==> src/rtl/port_cfg_pkg.sv <==
package port_cfg_pkg;

    // ****************************************************************
    // Clock and input qualification timing
    // ****************************************************************
    localparam int CLK_PERIOD_NS = 20;
    localparam int GLITCH_REJECT_NS = 60;
    // A least time: round up to whole cycles, never below one.
    localparam int FILTER_CYCLES_RAW = (GLITCH_REJECT_NS + CLK_PERIOD_NS - 1) / CLK_PERIOD_NS;
    localparam int FILTER_CYCLES = (FILTER_CYCLES_RAW < 1) ? 1 : FILTER_CYCLES_RAW;
    localparam int FILTER_CNT_W = $clog2(FILTER_CYCLES + 1);

    // ****************************************************************
    // Register word indices (byte address is four times the index)
    // ****************************************************************
    localparam logic [3:0] PORT0_LATCH_IDX = 4'h0;
    localparam logic [3:0] PORT0_CFG1_IDX = 4'h1;
    localparam logic [3:0] PORT0_CFG2_IDX = 4'h2;
    localparam logic [3:0] PORT0_PINS_IDX = 4'h3;
    localparam logic [3:0] PORT1_LATCH_IDX = 4'h4;
    localparam logic [3:0] PORT1_CFG1_IDX = 4'h5;
    localparam logic [3:0] PORT1_CFG2_IDX = 4'h6;
    localparam logic [3:0] PORT1_PINS_IDX = 4'h7;
    localparam logic [3:0] PORT3_LATCH_IDX = 4'h8;
    localparam logic [3:0] PORT3_CFG1_IDX = 4'h9;
    localparam logic [3:0] PORT3_CFG2_IDX = 4'hA;
    localparam logic [3:0] PORT3_PINS_IDX = 4'hB;
    localparam logic [3:0] DIN_DISABLE_IDX = 4'hC;

    // ****************************************************************
    // Reset values and fixed-bit masks
    // ****************************************************************
    localparam logic [7:0] LATCH_RESET = 8'hFF;
    localparam logic [7:0] CFG1_RESET = 8'hFF;
    localparam logic [7:0] CFG2_RESET = 8'h00;
    localparam logic [7:0] DIN_DISABLE_RESET = 8'h00;
    localparam logic [7:0] DIN_DISABLE_MASK = 8'h3E;
    localparam logic [7:0] PORT0_PIN_MASK = 8'hFF;
    localparam logic [7:0] PORT1_PIN_MASK = 8'hFF;
    localparam logic [7:0] PORT3_PIN_MASK = 8'h03;
    // Port 1 pins 2, 3 and 5 have cfg1 tied high; pin 5 also has cfg2 tied low.
    localparam logic [7:0] PORT1_CFG1_FORCE_ONE = 8'h2C;
    localparam logic [7:0] PORT1_CFG2_FORCE_ZERO = 8'h20;
    localparam int RESET_SHARED_INPUT_BIT = 5;

    // ****************************************************************
    // Types
    // ****************************************************************
    typedef enum logic [1:0] {
        PIN_QUASI = 2'b00,
        PIN_PUSH_PULL = 2'b01,
        PIN_INPUT_ONLY = 2'b10,
        PIN_OPEN_DRAIN = 2'b11
    } pin_type_t;

    typedef enum logic [0:0] {
        BUS_IDLE = 1'b0,
        BUS_ANSWER = 1'b1
    } bus_state_t;

    typedef struct packed {
        logic [7:0] out;
        logic [7:0] oe;
        logic [7:0] weak_pullup;
    } port_drive_t;

    typedef struct packed {
        logic [3:0] address;
        logic read;
        logic write;
        logic [31:0] writedata;
        logic [3:0] byteenable;
    } avmm_req_t;

endpackage

==> src/rtl/pin_qualifier.sv <==
module pin_qualifier
    import port_cfg_pkg::*;
#(
    parameter int CYCLES = FILTER_CYCLES
) (
    input wire logic ref_clk,
    input wire logic rst,
    input wire logic ce,
    input wire logic raw,
    output logic level
);

    logic [FILTER_CNT_W-1:0] count;

    // A new level is taken only after it has differed from the held level for CYCLES
    // consecutive samples; shorter pulses are dropped without a trace.
    always_ff @(posedge ref_clk or posedge rst) begin
        if (rst) begin
            count <= '0;
            level <= 1'b0;
        end else if (ce) begin
            if (raw == level) begin
                count <= '0;
            end else if (count == FILTER_CNT_W'(CYCLES - 1)) begin
                count <= '0;
                level <= raw;
            end else begin
                count <= count + FILTER_CNT_W'(1);
            end
        end
    end

endmodule

==> src/rtl/port_pin_output_type_config.sv <==
// Behaviour
// - Every configurable pin except port 1 pins 2 and 3 independently takes quasi, push-pull, open-drain or input-only.
// - Each port has two configuration registers; matching bits pick each pin's type.
// - The reset-shared input pin is always input-only; its configuration writes are ignored.
// - The two I2C-shared pins accept only input-only or open-drain types.
// - Quasi type: latch one gives weak high only, latch zero drives strong low.
// - Open-drain type: pull-ups off, pull-down on only while latch holds zero.
// - Input-only type: all drivers off, pin high impedance whatever the latch holds.
// - Push-pull type: strong low for latch zero, continuous strong high for one.
// - Every pin level passes a glitch-suppressing qualifier before the digital input path.
// - Analog-port disable bits one to five gate off digital inputs when set.
// - Every reset clears the implemented digital-input-disable bits to zero.
// - After power-up every pin is input-only until software changes it.
// - During reset pins stay input-only with the internal pull-up disabled.
//
// The Avalon-MM interface to the registers and the placing of the registers were chosen for this implementation.
module port_pin_output_type_config
    import port_cfg_pkg::*;
(
    input wire logic ref_clk,
    input wire logic rst,
    input wire logic ce,
    input wire logic [3:0] avs_address,
    input wire logic avs_read,
    input wire logic avs_write,
    input wire logic [31:0] avs_writedata,
    input wire logic [3:0] avs_byteenable,
    output logic [31:0] avs_readdata,
    output logic avs_waitrequest,
    input wire logic [7:0] port0_pin_in,
    input wire logic [7:0] port1_pin_in,
    input wire logic [1:0] port3_pin_in,
    output port_drive_t port0_drive,
    output port_drive_t port1_drive,
    output port_drive_t port3_drive,
    output logic [7:0] port0_digital_in,
    output logic [7:0] port1_digital_in,
    output logic [1:0] port3_digital_in
);

    // ****************************************************************
    // Storage
    // ****************************************************************
    logic [7:0] latch [3];
    logic [7:0] cfg1 [3];
    logic [7:0] cfg2 [3];
    logic [7:0] din_disable;
    bus_state_t bus_state;
    avmm_req_t req;

    logic [7:0] pin_mask [3];
    logic [7:0] cfg1_eff [3];
    logic [7:0] cfg2_eff [3];
    logic [7:0] qualified [3];
    logic [7:0] raw_pins [3];
    port_drive_t drive [3];

    assign req.address = avs_address;
    assign req.read = avs_read;
    assign req.write = avs_write;
    assign req.writedata = avs_writedata;
    assign req.byteenable = avs_byteenable;

    assign pin_mask[0] = PORT0_PIN_MASK;
    assign pin_mask[1] = PORT1_PIN_MASK;
    assign pin_mask[2] = PORT3_PIN_MASK;

    assign raw_pins[0] = port0_pin_in;
    assign raw_pins[1] = port1_pin_in;
    assign raw_pins[2] = {6'h00, port3_pin_in};

    // ****************************************************************
    // Bus handshake
    // ****************************************************************
    // Every access with ce held high takes exactly one wait state so read data can come from a flop.
    // The answer edge is the second rising edge after the request appears (ce high).
    // Waitrequest stays high on any edge with ce low, because nothing lands there and
    // the master must not release a request that the frozen logic has not served.
    logic bus_ack;
    assign bus_ack = (bus_state == BUS_ANSWER);
    assign avs_waitrequest = (req.read || req.write) && !(bus_ack && ce);

    // The answer state lasts one edge; a request held after it is taken again next edge.
    always_ff @(posedge ref_clk or posedge rst) begin
        if (rst) begin
            bus_state <= BUS_IDLE;
        end else if (ce) begin
            case (bus_state)
                BUS_IDLE: begin
                    if (req.read || req.write) begin
                        bus_state <= BUS_ANSWER;
                    end
                end
                BUS_ANSWER: begin
                    bus_state <= BUS_IDLE;
                end
                default: begin
                    bus_state <= BUS_IDLE;
                end
            endcase
        end
    end

    // A write lands on the same edge at which the master sees waitrequest low.
    // A read is loaded on the taking edge and held, so it still stands at the answer edge.
    // Only byte lane zero carries register data; the upper lanes are ignored.
    logic wr_fire;
    logic rd_fire;
    assign wr_fire = ce && bus_ack && req.write && req.byteenable[0];
    assign rd_fire = ce && (bus_state == BUS_IDLE) && req.read;

    // ****************************************************************
    // Port latches and configuration registers
    // ****************************************************************
    // Port index 0, 1, 2 stand for ports 0, 1 and 3; each port owns four words.
    // Writes to the pins word, to unmapped words or without the low byte lane are dropped.
    logic [1:0] wr_port;
    logic [1:0] wr_field;
    logic port_wr;
    assign wr_port = req.address[3:2];
    assign wr_field = req.address[1:0];
    assign port_wr = wr_fire && (wr_port != 2'b11);

    // Absent port 3 positions reset to zero as well, so they read back as zero.
    always_ff @(posedge ref_clk or posedge rst) begin
        if (rst) begin
            latch[0] <= LATCH_RESET & PORT0_PIN_MASK;
            latch[1] <= LATCH_RESET & PORT1_PIN_MASK;
            latch[2] <= LATCH_RESET & PORT3_PIN_MASK;
        end else if (port_wr && wr_field == 2'b00) begin
            latch[wr_port] <= req.writedata[7:0] & pin_mask[wr_port];
        end
    end

    always_ff @(posedge ref_clk or posedge rst) begin
        if (rst) begin
            cfg1[0] <= CFG1_RESET & PORT0_PIN_MASK;
            cfg1[1] <= CFG1_RESET & PORT1_PIN_MASK;
            cfg1[2] <= CFG1_RESET & PORT3_PIN_MASK;
        end else if (port_wr && wr_field == 2'b01) begin
            cfg1[wr_port] <= req.writedata[7:0] & pin_mask[wr_port];
        end
    end

    always_ff @(posedge ref_clk or posedge rst) begin
        if (rst) begin
            cfg2[0] <= CFG2_RESET & PORT0_PIN_MASK;
            cfg2[1] <= CFG2_RESET & PORT1_PIN_MASK;
            cfg2[2] <= CFG2_RESET & PORT3_PIN_MASK;
        end else if (port_wr && wr_field == 2'b10) begin
            cfg2[wr_port] <= req.writedata[7:0] & pin_mask[wr_port];
        end
    end

    // Bits zero, six and seven have no gate and always read as zero.
    always_ff @(posedge ref_clk or posedge rst) begin
        if (rst) begin
            din_disable <= DIN_DISABLE_RESET;
        end else if (wr_fire && req.address == DIN_DISABLE_IDX) begin
            din_disable <= req.writedata[7:0] & DIN_DISABLE_MASK;
        end
    end

    // ****************************************************************
    // Effective pin types
    // ****************************************************************
    // Restricted pins have their configuration bits tied, so a forbidden code can
    // never reach the driver: quasi falls to input-only, push-pull to open-drain.
    // Port 1 pin 5 is fixed to input-only; pins 2 and 3 keep only their second bit.
    always_comb begin
        cfg1_eff[0] = cfg1[0];
        cfg2_eff[0] = cfg2[0];
        cfg1_eff[1] = cfg1[1] | PORT1_CFG1_FORCE_ONE;
        cfg2_eff[1] = cfg2[1] & ~PORT1_CFG2_FORCE_ZERO;
        cfg1_eff[2] = cfg1[2];
        cfg2_eff[2] = cfg2[2];
    end

    // The encoding is fixed by pin_type_t: {cfg1, cfg2}.
    // Quasi high is weak only, so an outside driver may pull the pin low and be read back.
    function automatic logic [2:0] pin_drive(input pin_type_t kind, input logic latched);
        logic [2:0] d;
        d = 3'b000;
        case (kind)
            PIN_QUASI: begin
                d = latched ? 3'b001 : 3'b010;
            end
            PIN_PUSH_PULL: begin
                d = {latched, 1'b1, 1'b0};
            end
            PIN_OPEN_DRAIN: begin
                d = {1'b0, ~latched, 1'b0};
            end
            PIN_INPUT_ONLY: begin
                d = 3'b000;
            end
            default: begin
                d = 3'b000;
            end
        endcase
        return d;
    endfunction

    // Bits are {out, oe, weak_pullup}; oe drives strongly at the level of out.
    // Masking by pin_mask keeps absent port 3 positions quiet whatever the registers hold.
    always_comb begin
        logic [2:0] d;
        d = 3'b000;
        for (int p = 0; p < 3; p++) begin
            drive[p] = '0;
            for (int b = 0; b < 8; b++) begin
                d = pin_drive(pin_type_t'({cfg1_eff[p][b], cfg2_eff[p][b]}),
                              latch[p][b]);
                drive[p].out[b] = d[2] & pin_mask[p][b];
                drive[p].oe[b] = d[1] & pin_mask[p][b];
                drive[p].weak_pullup[b] = d[0] & pin_mask[p][b];
            end
        end
    end

    // While reset is held, every driver and pull-up is forced off regardless of state.
    always_comb begin
        if (rst) begin
            port0_drive = '0;
            port1_drive = '0;
            port3_drive = '0;
        end else begin
            port0_drive = drive[0];
            port1_drive = drive[1];
            port3_drive = drive[2];
        end
    end

    // ****************************************************************
    // Input qualification
    // ****************************************************************
    // All implemented pins are qualified whatever their type, including input-only.
    // Qualified levels reset low, so idle-high pins show one rising step on the digital
    // inputs four cycles after reset; peripherals should ignore that first edge.
    // Positions without a pin are tied low so reads and digital inputs show zero there.
    genvar gp;
    genvar gb;
    generate
        for (gp = 0; gp < 3; gp++) begin : g_port
            for (gb = 0; gb < 8; gb++) begin : g_bit
                if ((gp < 2) || (gb < 2)) begin : g_used
                    pin_qualifier #(
                        .CYCLES(FILTER_CYCLES)
                    ) u_qual (
                        .ref_clk(ref_clk),
                        .rst(rst),
                        .ce(ce),
                        .raw(raw_pins[gp][gb]),
                        .level(qualified[gp][gb])
                    );
                end else begin : g_unused
                    assign qualified[gp][gb] = 1'b0;
                end
            end
        end
    endgenerate

    // The disable gate costs one cycle but keeps the peripheral-facing inputs glitch free.
    always_ff @(posedge ref_clk or posedge rst) begin
        if (rst) begin
            port0_digital_in <= 8'h00;
            port1_digital_in <= 8'h00;
            port3_digital_in <= 2'h0;
        end else if (ce) begin
            port0_digital_in <= qualified[0] & ~din_disable;
            port1_digital_in <= qualified[1];
            port3_digital_in <= qualified[2][1:0];
        end
    end

    // ****************************************************************
    // Read data
    // ****************************************************************
    // Configuration reads show the effective bits, so tied bits read as tied.
    logic [7:0] rd_byte;

    always_comb begin
        rd_byte = 8'h00;
        case (req.address)
            PORT0_LATCH_IDX: begin
                rd_byte = latch[0];
            end
            PORT0_CFG1_IDX: begin
                rd_byte = cfg1_eff[0];
            end
            PORT0_CFG2_IDX: begin
                rd_byte = cfg2_eff[0];
            end
            PORT0_PINS_IDX: begin
                rd_byte = port0_digital_in;
            end
            PORT1_LATCH_IDX: begin
                rd_byte = latch[1];
            end
            PORT1_CFG1_IDX: begin
                rd_byte = cfg1_eff[1];
            end
            PORT1_CFG2_IDX: begin
                rd_byte = cfg2_eff[1];
            end
            PORT1_PINS_IDX: begin
                rd_byte = port1_digital_in;
            end
            PORT3_LATCH_IDX: begin
                rd_byte = latch[2];
            end
            PORT3_CFG1_IDX: begin
                rd_byte = cfg1_eff[2];
            end
            PORT3_CFG2_IDX: begin
                rd_byte = cfg2_eff[2];
            end
            PORT3_PINS_IDX: begin
                rd_byte = {6'h00, port3_digital_in};
            end
            DIN_DISABLE_IDX: begin
                rd_byte = din_disable;
            end
            default: begin
                rd_byte = 8'h00;
            end
        endcase
    end

    // Only the taking edge loads read data; the answer edge sees it unchanged.
    always_ff @(posedge ref_clk or posedge rst) begin
        if (rst) begin
            avs_readdata <= 32'h0000_0000;
        end else if (rd_fire) begin
            avs_readdata <= {24'h00_0000, rd_byte};
        end
    end

endmodule

==> config.mk <==
export PLATFORM = sky130hd
export DESIGN_NAME = port_pin_output_type_config
export DESIGN_NICKNAME = d
export VERILOG_FILES = /design/src/rtl/port_cfg_pkg.sv /design/src/rtl/pin_qualifier.sv /design/src/rtl/port_pin_output_type_config.sv
export SDC_FILE = /design/constraint.sdc
export NUM_CORES = 1
export LEC_CHECK = 0
export ABC_AREA = 1
export BUFFER_PORTS_ARGS = -buffer_cell sky130_fd_sc_hd__buf_2
export CORE_ASPECT_RATIO = 0.6
export CORE_UTILIZATION = 55
export CTS_CLUSTER_DIAMETER = 150
export DETAILED_ROUTE_END_ITERATION = 12
export PLACE_DENSITY = 0.81
export SLEW_MARGIN = 0
export SYNTH_ARGS = -nofsm -noshare
export SYNTH_HDL_FRONTEND = slang
export SYNTH_HIERARCHICAL = 1
export SYNTH_SLANG_ARGS = --single-unit
==> constraint.sdc <==
create_clock -name ref_clk -period 5.2 [get_ports ref_clk]
set_clock_uncertainty 0.15 [all_clocks]
set_input_delay 0.78 -clock ref_clk [delete_from_list [all_inputs] [get_ports ref_clk]]
set_output_delay 0.78 -clock ref_clk [all_outputs]
set_load 0.01 [all_outputs]
==> results.cfg, run 1 <==
[clock_tree]
cts_made_buffers = 17
root_buffer = clkbuf_16
post_cts_resized = 0
clock_sinks = 154
cts_tree = yes
cts_buffer_depth = 2
insertion_delay_ns = 0.42
postCtsSetupRepairBufs = 0
ctsHoldBuffers = 0
clkSlewWorstSetupHoldPaths_ns = 0.06
h-tree-depth = 4

[sta]
min_period_over_period = 0.629
setup_viol = 0
whs_ns = 0.329
report.final.slew_viol_count = 0
max_freq_ghz = 0.306
tightest_slew_ns = 0.873
min_period_ns = 3.27
hold_violations = 0
relSlewSlack = 0.418
grt_setup_unrepaired = false
finalSetupTns_ns = 0

[grt]
overflow = 0
track_usage = 0.287
grt_start_max_net_pins = 60
grt_pass1_wl_mm = 34.3
grt_pass1_vias = 6718
antenna_found_initial = 0

[layout]
layout_common_cells = 302 x nand2_1, 133 x inv_1, 121 x dfrtp_1, 109 x buf_2, 96 x nor2_1
final_common_cell = nand2_1
num-fill-cells = 1221
fin_area_um2 = 9430
nets = 1249
multi_input_area_um2 = 3540
layout-drive-gt1-share = 0.192
area.sequential_um2 = 3890
syn_to_final_growth_pct = 14.4

[synthesis]
yosysUniqueCellTypes = 30
yosysTopAreaCell = dfrtp_1
synth_top_area_share = 0.367
synth_area_per_cell_um2 = 7.73
ys_warn_count = 6
yosysSeqAreaShare = 0.472
ys_ff_latch = 154
syn_inst = 1067
synth_area_leaders = dfrtp_1 37%, nand2_1 14%, dfstp_2 11%
synth_area_um2 = 8250

[floorplan]
placementRows = 34
num_io_pins = 186
dieArea_um2 = 15500
coreArea_um2 = 14500
die_w_um = 160
die-height_um = 96.8
initial_core_util = 0.567

[worst_hold_path]
worstHoldPathType = reg2reg

[setup_path]
worstPathCellList = buf_2, inv_4, nand2_1, nor3_1, buf_2
r2r-start = bus_ack
start_kind = input pin
crit_cells = 5
endpoint = port3_drive[16]
cp_common_cell = buf_2
crit_start = rst
crit_type = in2out
r2r_end = avs_readdata[1]
crit_required_ns = 4.27
arrival_ns = 2.34
critPathCaptureType = primary output
critPathTopFamily = buffers and inverters
reg2reg_depth = 5
r2r_setup_slack_ns = 3.45
critPathBufInv = 3
cp_slowest_cell = buf_2
crit_fanout = 59
cpPeakStageDelay_ns = 0.65

[drt]
drt_iter0_drc = 666
ant_nets = 0
vias = 7373
routedWlPerCell_um = 15.2
avgViaCountPerCell = 5.27
drc_errors = 0
routed_wl_mm = 21.2
firstDrtPassIters = 5

[power_and_ir_drop]
power.density_nw_per_um2 = 425
vdd_drop_max_v = 0.000227
leakage_nw = 4.97
report.power.total_mw = 4.01

[placement]
postPlaceCellArea_um2 = 8800
dpl.hpwl_mm = 15.7
gp_congestion = 0.957
io_buffers = 109

[outcome]
status = finished, final reports clean

[run]
max_cap_viol_count = 0
how the worst min path moves through the flow:
| stage | to | start | cells after the start |
|---|---|---|---|
| floorplan | latch[13] | latch[13] | 2 |
| detailed placement | avs_readdata[3] | avs_readdata[3] | 2 |
| global placement | avs_readdata[3] | avs_readdata[3] | 2 |
| global route | cfg2[3] | cfg2[3] | 2 |
| CTS | avs_readdata[3] | avs_readdata[3] | 2 |
| finish | avs_readdata[3] | avs_readdata[3] | 2 |
cell type report:
class / instances / share of cell area
flip-flops and latches: 154 / 0.413
multi-input cells: 758 / 0.375
repair buffers: 113 / 0.0610
inverters: 142 / 0.0573
clock buffers: 19 / 0.0469
well taps: 198 / 0.0263
clock inverters: 13 / 0.0203
diodes: 1 / 0.000265
layer usage:
metal | up-vias | GRT usage | wire, um
met3 | 31 | 0.0682 | 2130
met4 | 0 | 0.0857 | 310
met2 | 351 | 0.403 | 8740
met1 | 3440 | 0.435 | 10000
met5 | - | 0 | 0
li1 | 3551 | - | -
cell families (layout without fill, tap and decap cells):
family | Yosys count | count (layout) | share of synthesized area
AOI/OAI and AO/OA | 129 | 129 | 0.0822
buffers and inverters | 203 | 287 | 0.120
other | 1 | 50 | 0.000455
muxes | 13 | 13 | 0.0182
DFF | 154 | 154 | 0.472
and+or+nand+nor | 567 | 567 | 0.306
Yosys cell counts, drive strengths merged:
master / count
a21oi: 31
clkbuf: 4
nor2: 109
mux2: 13
o21ai: 91
nor4: 17
dfrtp: 121
nand3: 81
inv: 141
or2: 18
nand2: 315
dfstp: 33
buf: 57
a211oi: 7
conb: 1
nand3b: 1
clkinv: 1
nor3: 26
per-stage QoR:
step	std cells	util	setup slack, ns
after global routing	1397	0.648	1.72
after detailed placement	1365	0.605	1.95
after floorplan	1115	-	0.774
after CTS	1397	0.648	1.93
final	1398	0.648	1.93
after global placement	1365	0.605	1.98
tightest hold or removal path, delay by kind of cell (launching register included):
family        cells  cell delay [ns]
simple gates      2             0.10
flops             1             0.34
power by group:
group / switching [mW] / internal [mW]
Sequential: 0.299 / 1.52
Clock: 0.511 / 0.821
Combinational: 0.518 / 0.332
registers in the layout, summed over array words and instances (netlist names):
signal	flops
bus_ack	1
g_port.g_bit.g_used.u_qual/level	18
avs_readdata	8
port1_digital_in	8
latch	24
port0_digital_in	8
cfg1	21
port3_digital_in	2
cfg2	23
din_disable	5
g_port.g_bit.g_used.u_qual/count	36
Note: power is estimated with default switching activity, not from simulation.
==> inputs of run 2 (changes only) <==
--- a/config.mk
+++ b/config.mk
@@ -8,10 +8,10 @@
 export ABC_AREA = 1
 export BUFFER_PORTS_ARGS = -buffer_cell sky130_fd_sc_hd__buf_2
 export CORE_ASPECT_RATIO = 0.6
-export CORE_UTILIZATION = 55
+export CORE_UTILIZATION = 49
 export CTS_CLUSTER_DIAMETER = 150
 export DETAILED_ROUTE_END_ITERATION = 12
-export PLACE_DENSITY = 0.81
+export PLACE_DENSITY = 0.76
 export SLEW_MARGIN = 0
 export SYNTH_ARGS = -nofsm -noshare
 export SYNTH_HDL_FRONTEND = slang
==> constraint.sdc (replaced) <==
create_clock -name ref_clk -period 2.95 [get_ports ref_clk]
set_clock_uncertainty 0.15 [all_clocks]
set_input_delay 0.4425 -clock ref_clk [delete_from_list [all_inputs] [get_ports ref_clk]]
set_output_delay 0.4425 -clock ref_clk [all_outputs]
set_load 0.01 [all_outputs]
==> run 2 against run 1 <==
  * Power up 72%
  * Cell count rose by 2.5%
  * Critical path type is now reg2out
  * Routed wire length is 1.6% lower
  * Highest routed layer is now met5
  * Flip-flop and latch count did not move
  * Combinational power increased by 75%
  * Die area rose by 12%
  * Clock power up 67%
==> results.cfg, run 2 (same netlist as run 1, synthesis figures left out) <==
[grt]
overflow = 0
met2_usage = 0.386
antenna_found_initial = 1
met3_usage = 0.0658
grt_pass1_vias = 6484
grt_start_max_net_pins = 37
globalRoute.busiestLayer = met2
grt_pass1_wl_mm = 33.3
track_usage = 0.252
use_met1 = 0.350

[floorplan]
placementRows = 36
die_w_um = 169
die-height_um = 102
initial_core_util = 0.504
coreArea_um2 = 16400
dieArea_um2 = 17400
num_io_pins = 186

[outcome]
status = finished, final reports clean

[placement]
gp_congestion = 0.949
dpl.hpwl_mm = 15.8
io_buffers = 109

[drt]
routed_wl_mm = 20.9
routedWlPerCell_um = 14.6
vias = 7214
drc_errors = 0
avgViaCountPerCell = 5.03
firstDrtPassIters = 5
drt_iter0_drc = 581
ant_nets = 0

[layout]
n_antenna_cell = 0
largest_reg_flops = 36
top_regs = g_port.g_bit.g_used.u_qual/count: 36 flops, latch: 24 flops, cfg2: 23 flops
layout-drive-gt1-share = 0.195
nets = 1255
top_register = g_port.g_bit.g_used.u_qual/count
syn_to_final_growth_pct = 15.0
final_common_cell = nand2_1
layout_common_cells = 302 x nand2_1, 133 x inv_1, 121 x dfrtp_1, 109 x buf_2, 96 x nor2_1

[clock_tree]
cts_buffer_depth = 2
clkSlewWorstSetupHoldPaths_ns = 0.06
root_buffer = clkbuf_16
post_cts_resized = 0
cts_tree = yes
postCtsSetupRepairBufs = 0
clock_sinks = 154
h-tree-depth = 4
insertion_delay_ns = 0.42
cts_made_buffers = 17
ctsHoldBuffers = 0

[setup_path]
cpPeakStageDelay_ns = 0.54
critPathBufInv = 2
crit_type = reg2out
worstPathCellList = inv_1, nor4_1, buf_2
cp_slowest_cell = dfstp_2
crit_required_ns = 2.36
r2r_setup_slack_ns = 1.22
start_kind = register
arrival_ns = 1.60
crit_fanout = 3
critPathCaptureType = primary output
critPathTopFamily = flip-flops

[power_and_ir_drop]
leakage_nw = 5.00
report.power.total_mw = 6.91
power.density_nw_per_um2 = 729
vdd_drop_max_v = 0.000357

[sta]
min_period_over_period = 0.742
hold_violations = 0
relSlewSlack = 0.616
min_period_ns = 2.19
max_freq_ghz = 0.457
report.final.slew_viol_count = 0
tightest_slew_ns = 0.576
grt_setup_unrepaired = false
setup_viol = 0
finalSetupTns_ns = 0

[worst_hold_path]
worstHoldPathType = in2async

[run]
max_cap_viol_count = 0
## run 2: cell types whose count changed in the layout (fill, tap and decap cells not counted), sizes merged
cell / before / now
buf: 113 / 119
bufinv: 4 / 3
clkbuf: 19 / 20
clkinv: 0 / 5
clkinvlp: 6 / 4
diode: 1 / 0
inv: 145 / 142
## run 2: metal layers
| metal | up-vias | wire length, um |
|---|---|---|
| li1 | 3546 | - |
| met1 | 3386 | 9700 |
| met2 | 250 | 9100 |
| met3 | 30 | 1740 |
| met4 | 2 | 301 |
| met5 | - | 13 |
## run 2: worst paths after layout
| kind | endpoint | from | cells after the start |
|---|---|---|---|
| min reg2reg | latch[13] | latch[13] | 2 |
| max reg2reg | avs_readdata[1] | bus_ack | 5 |
| max | port0_drive[0] | latch[16] | 3 |
| max in group asynchronous | avs_readdata[1] | rst | 3 |
| min in group ref_clk | din_disable[5] | avs_writedata[5] | 2 |
| min | avs_readdata[5] | rst | 2 |
## run 2: area by class of cell
class	count	area, um^2
flip-flops and latches	154	3890
repair buffers	119	621
inverters	142	541
well taps	228	285
clock inverters	12	148
multi-input cells	758	3540
fillers	1458	6870
clock buffers	20	457
## run 2: power by group
| group | internal, mW | switching, mW | leakage, nW |
|---|---|---|---|
| registers | 2.69 | 0.513 | 1.85 |
| clock network | 1.37 | 0.852 | 0.285 |
| logic | 0.591 | 0.898 | 2.86 |
## run 2: through the flow
step | worst slack (ns) | instance area, um^2 | util | cells | hold WS, ns
4_1_cts | 0.742 | 9480 | 0.580 | 1433 | 0.117
3_3_place_gp | 0.799 | 8880 | 0.543 | 1401 | 0.313
6_report | 0.761 | 9480 | 0.580 | 1433 | 0.118
3_5_place_dp | 0.782 | 8880 | 0.543 | 1401 | 0.315
2_1_floorplan | 0.494 | 8430 | - | 1115 | 0.0461
5_1_grt | 0.632 | 9480 | 0.580 | 1433 | 0.120
## run 2: worst reg2reg max path, stage by stage (launching register included)
cell,delay [ns]
dfrtp_1,0.39
inv_1,0.07
nand3_1,0.39
inv_1,0.43
o21ai_0,0.16
nand2_1,0.08
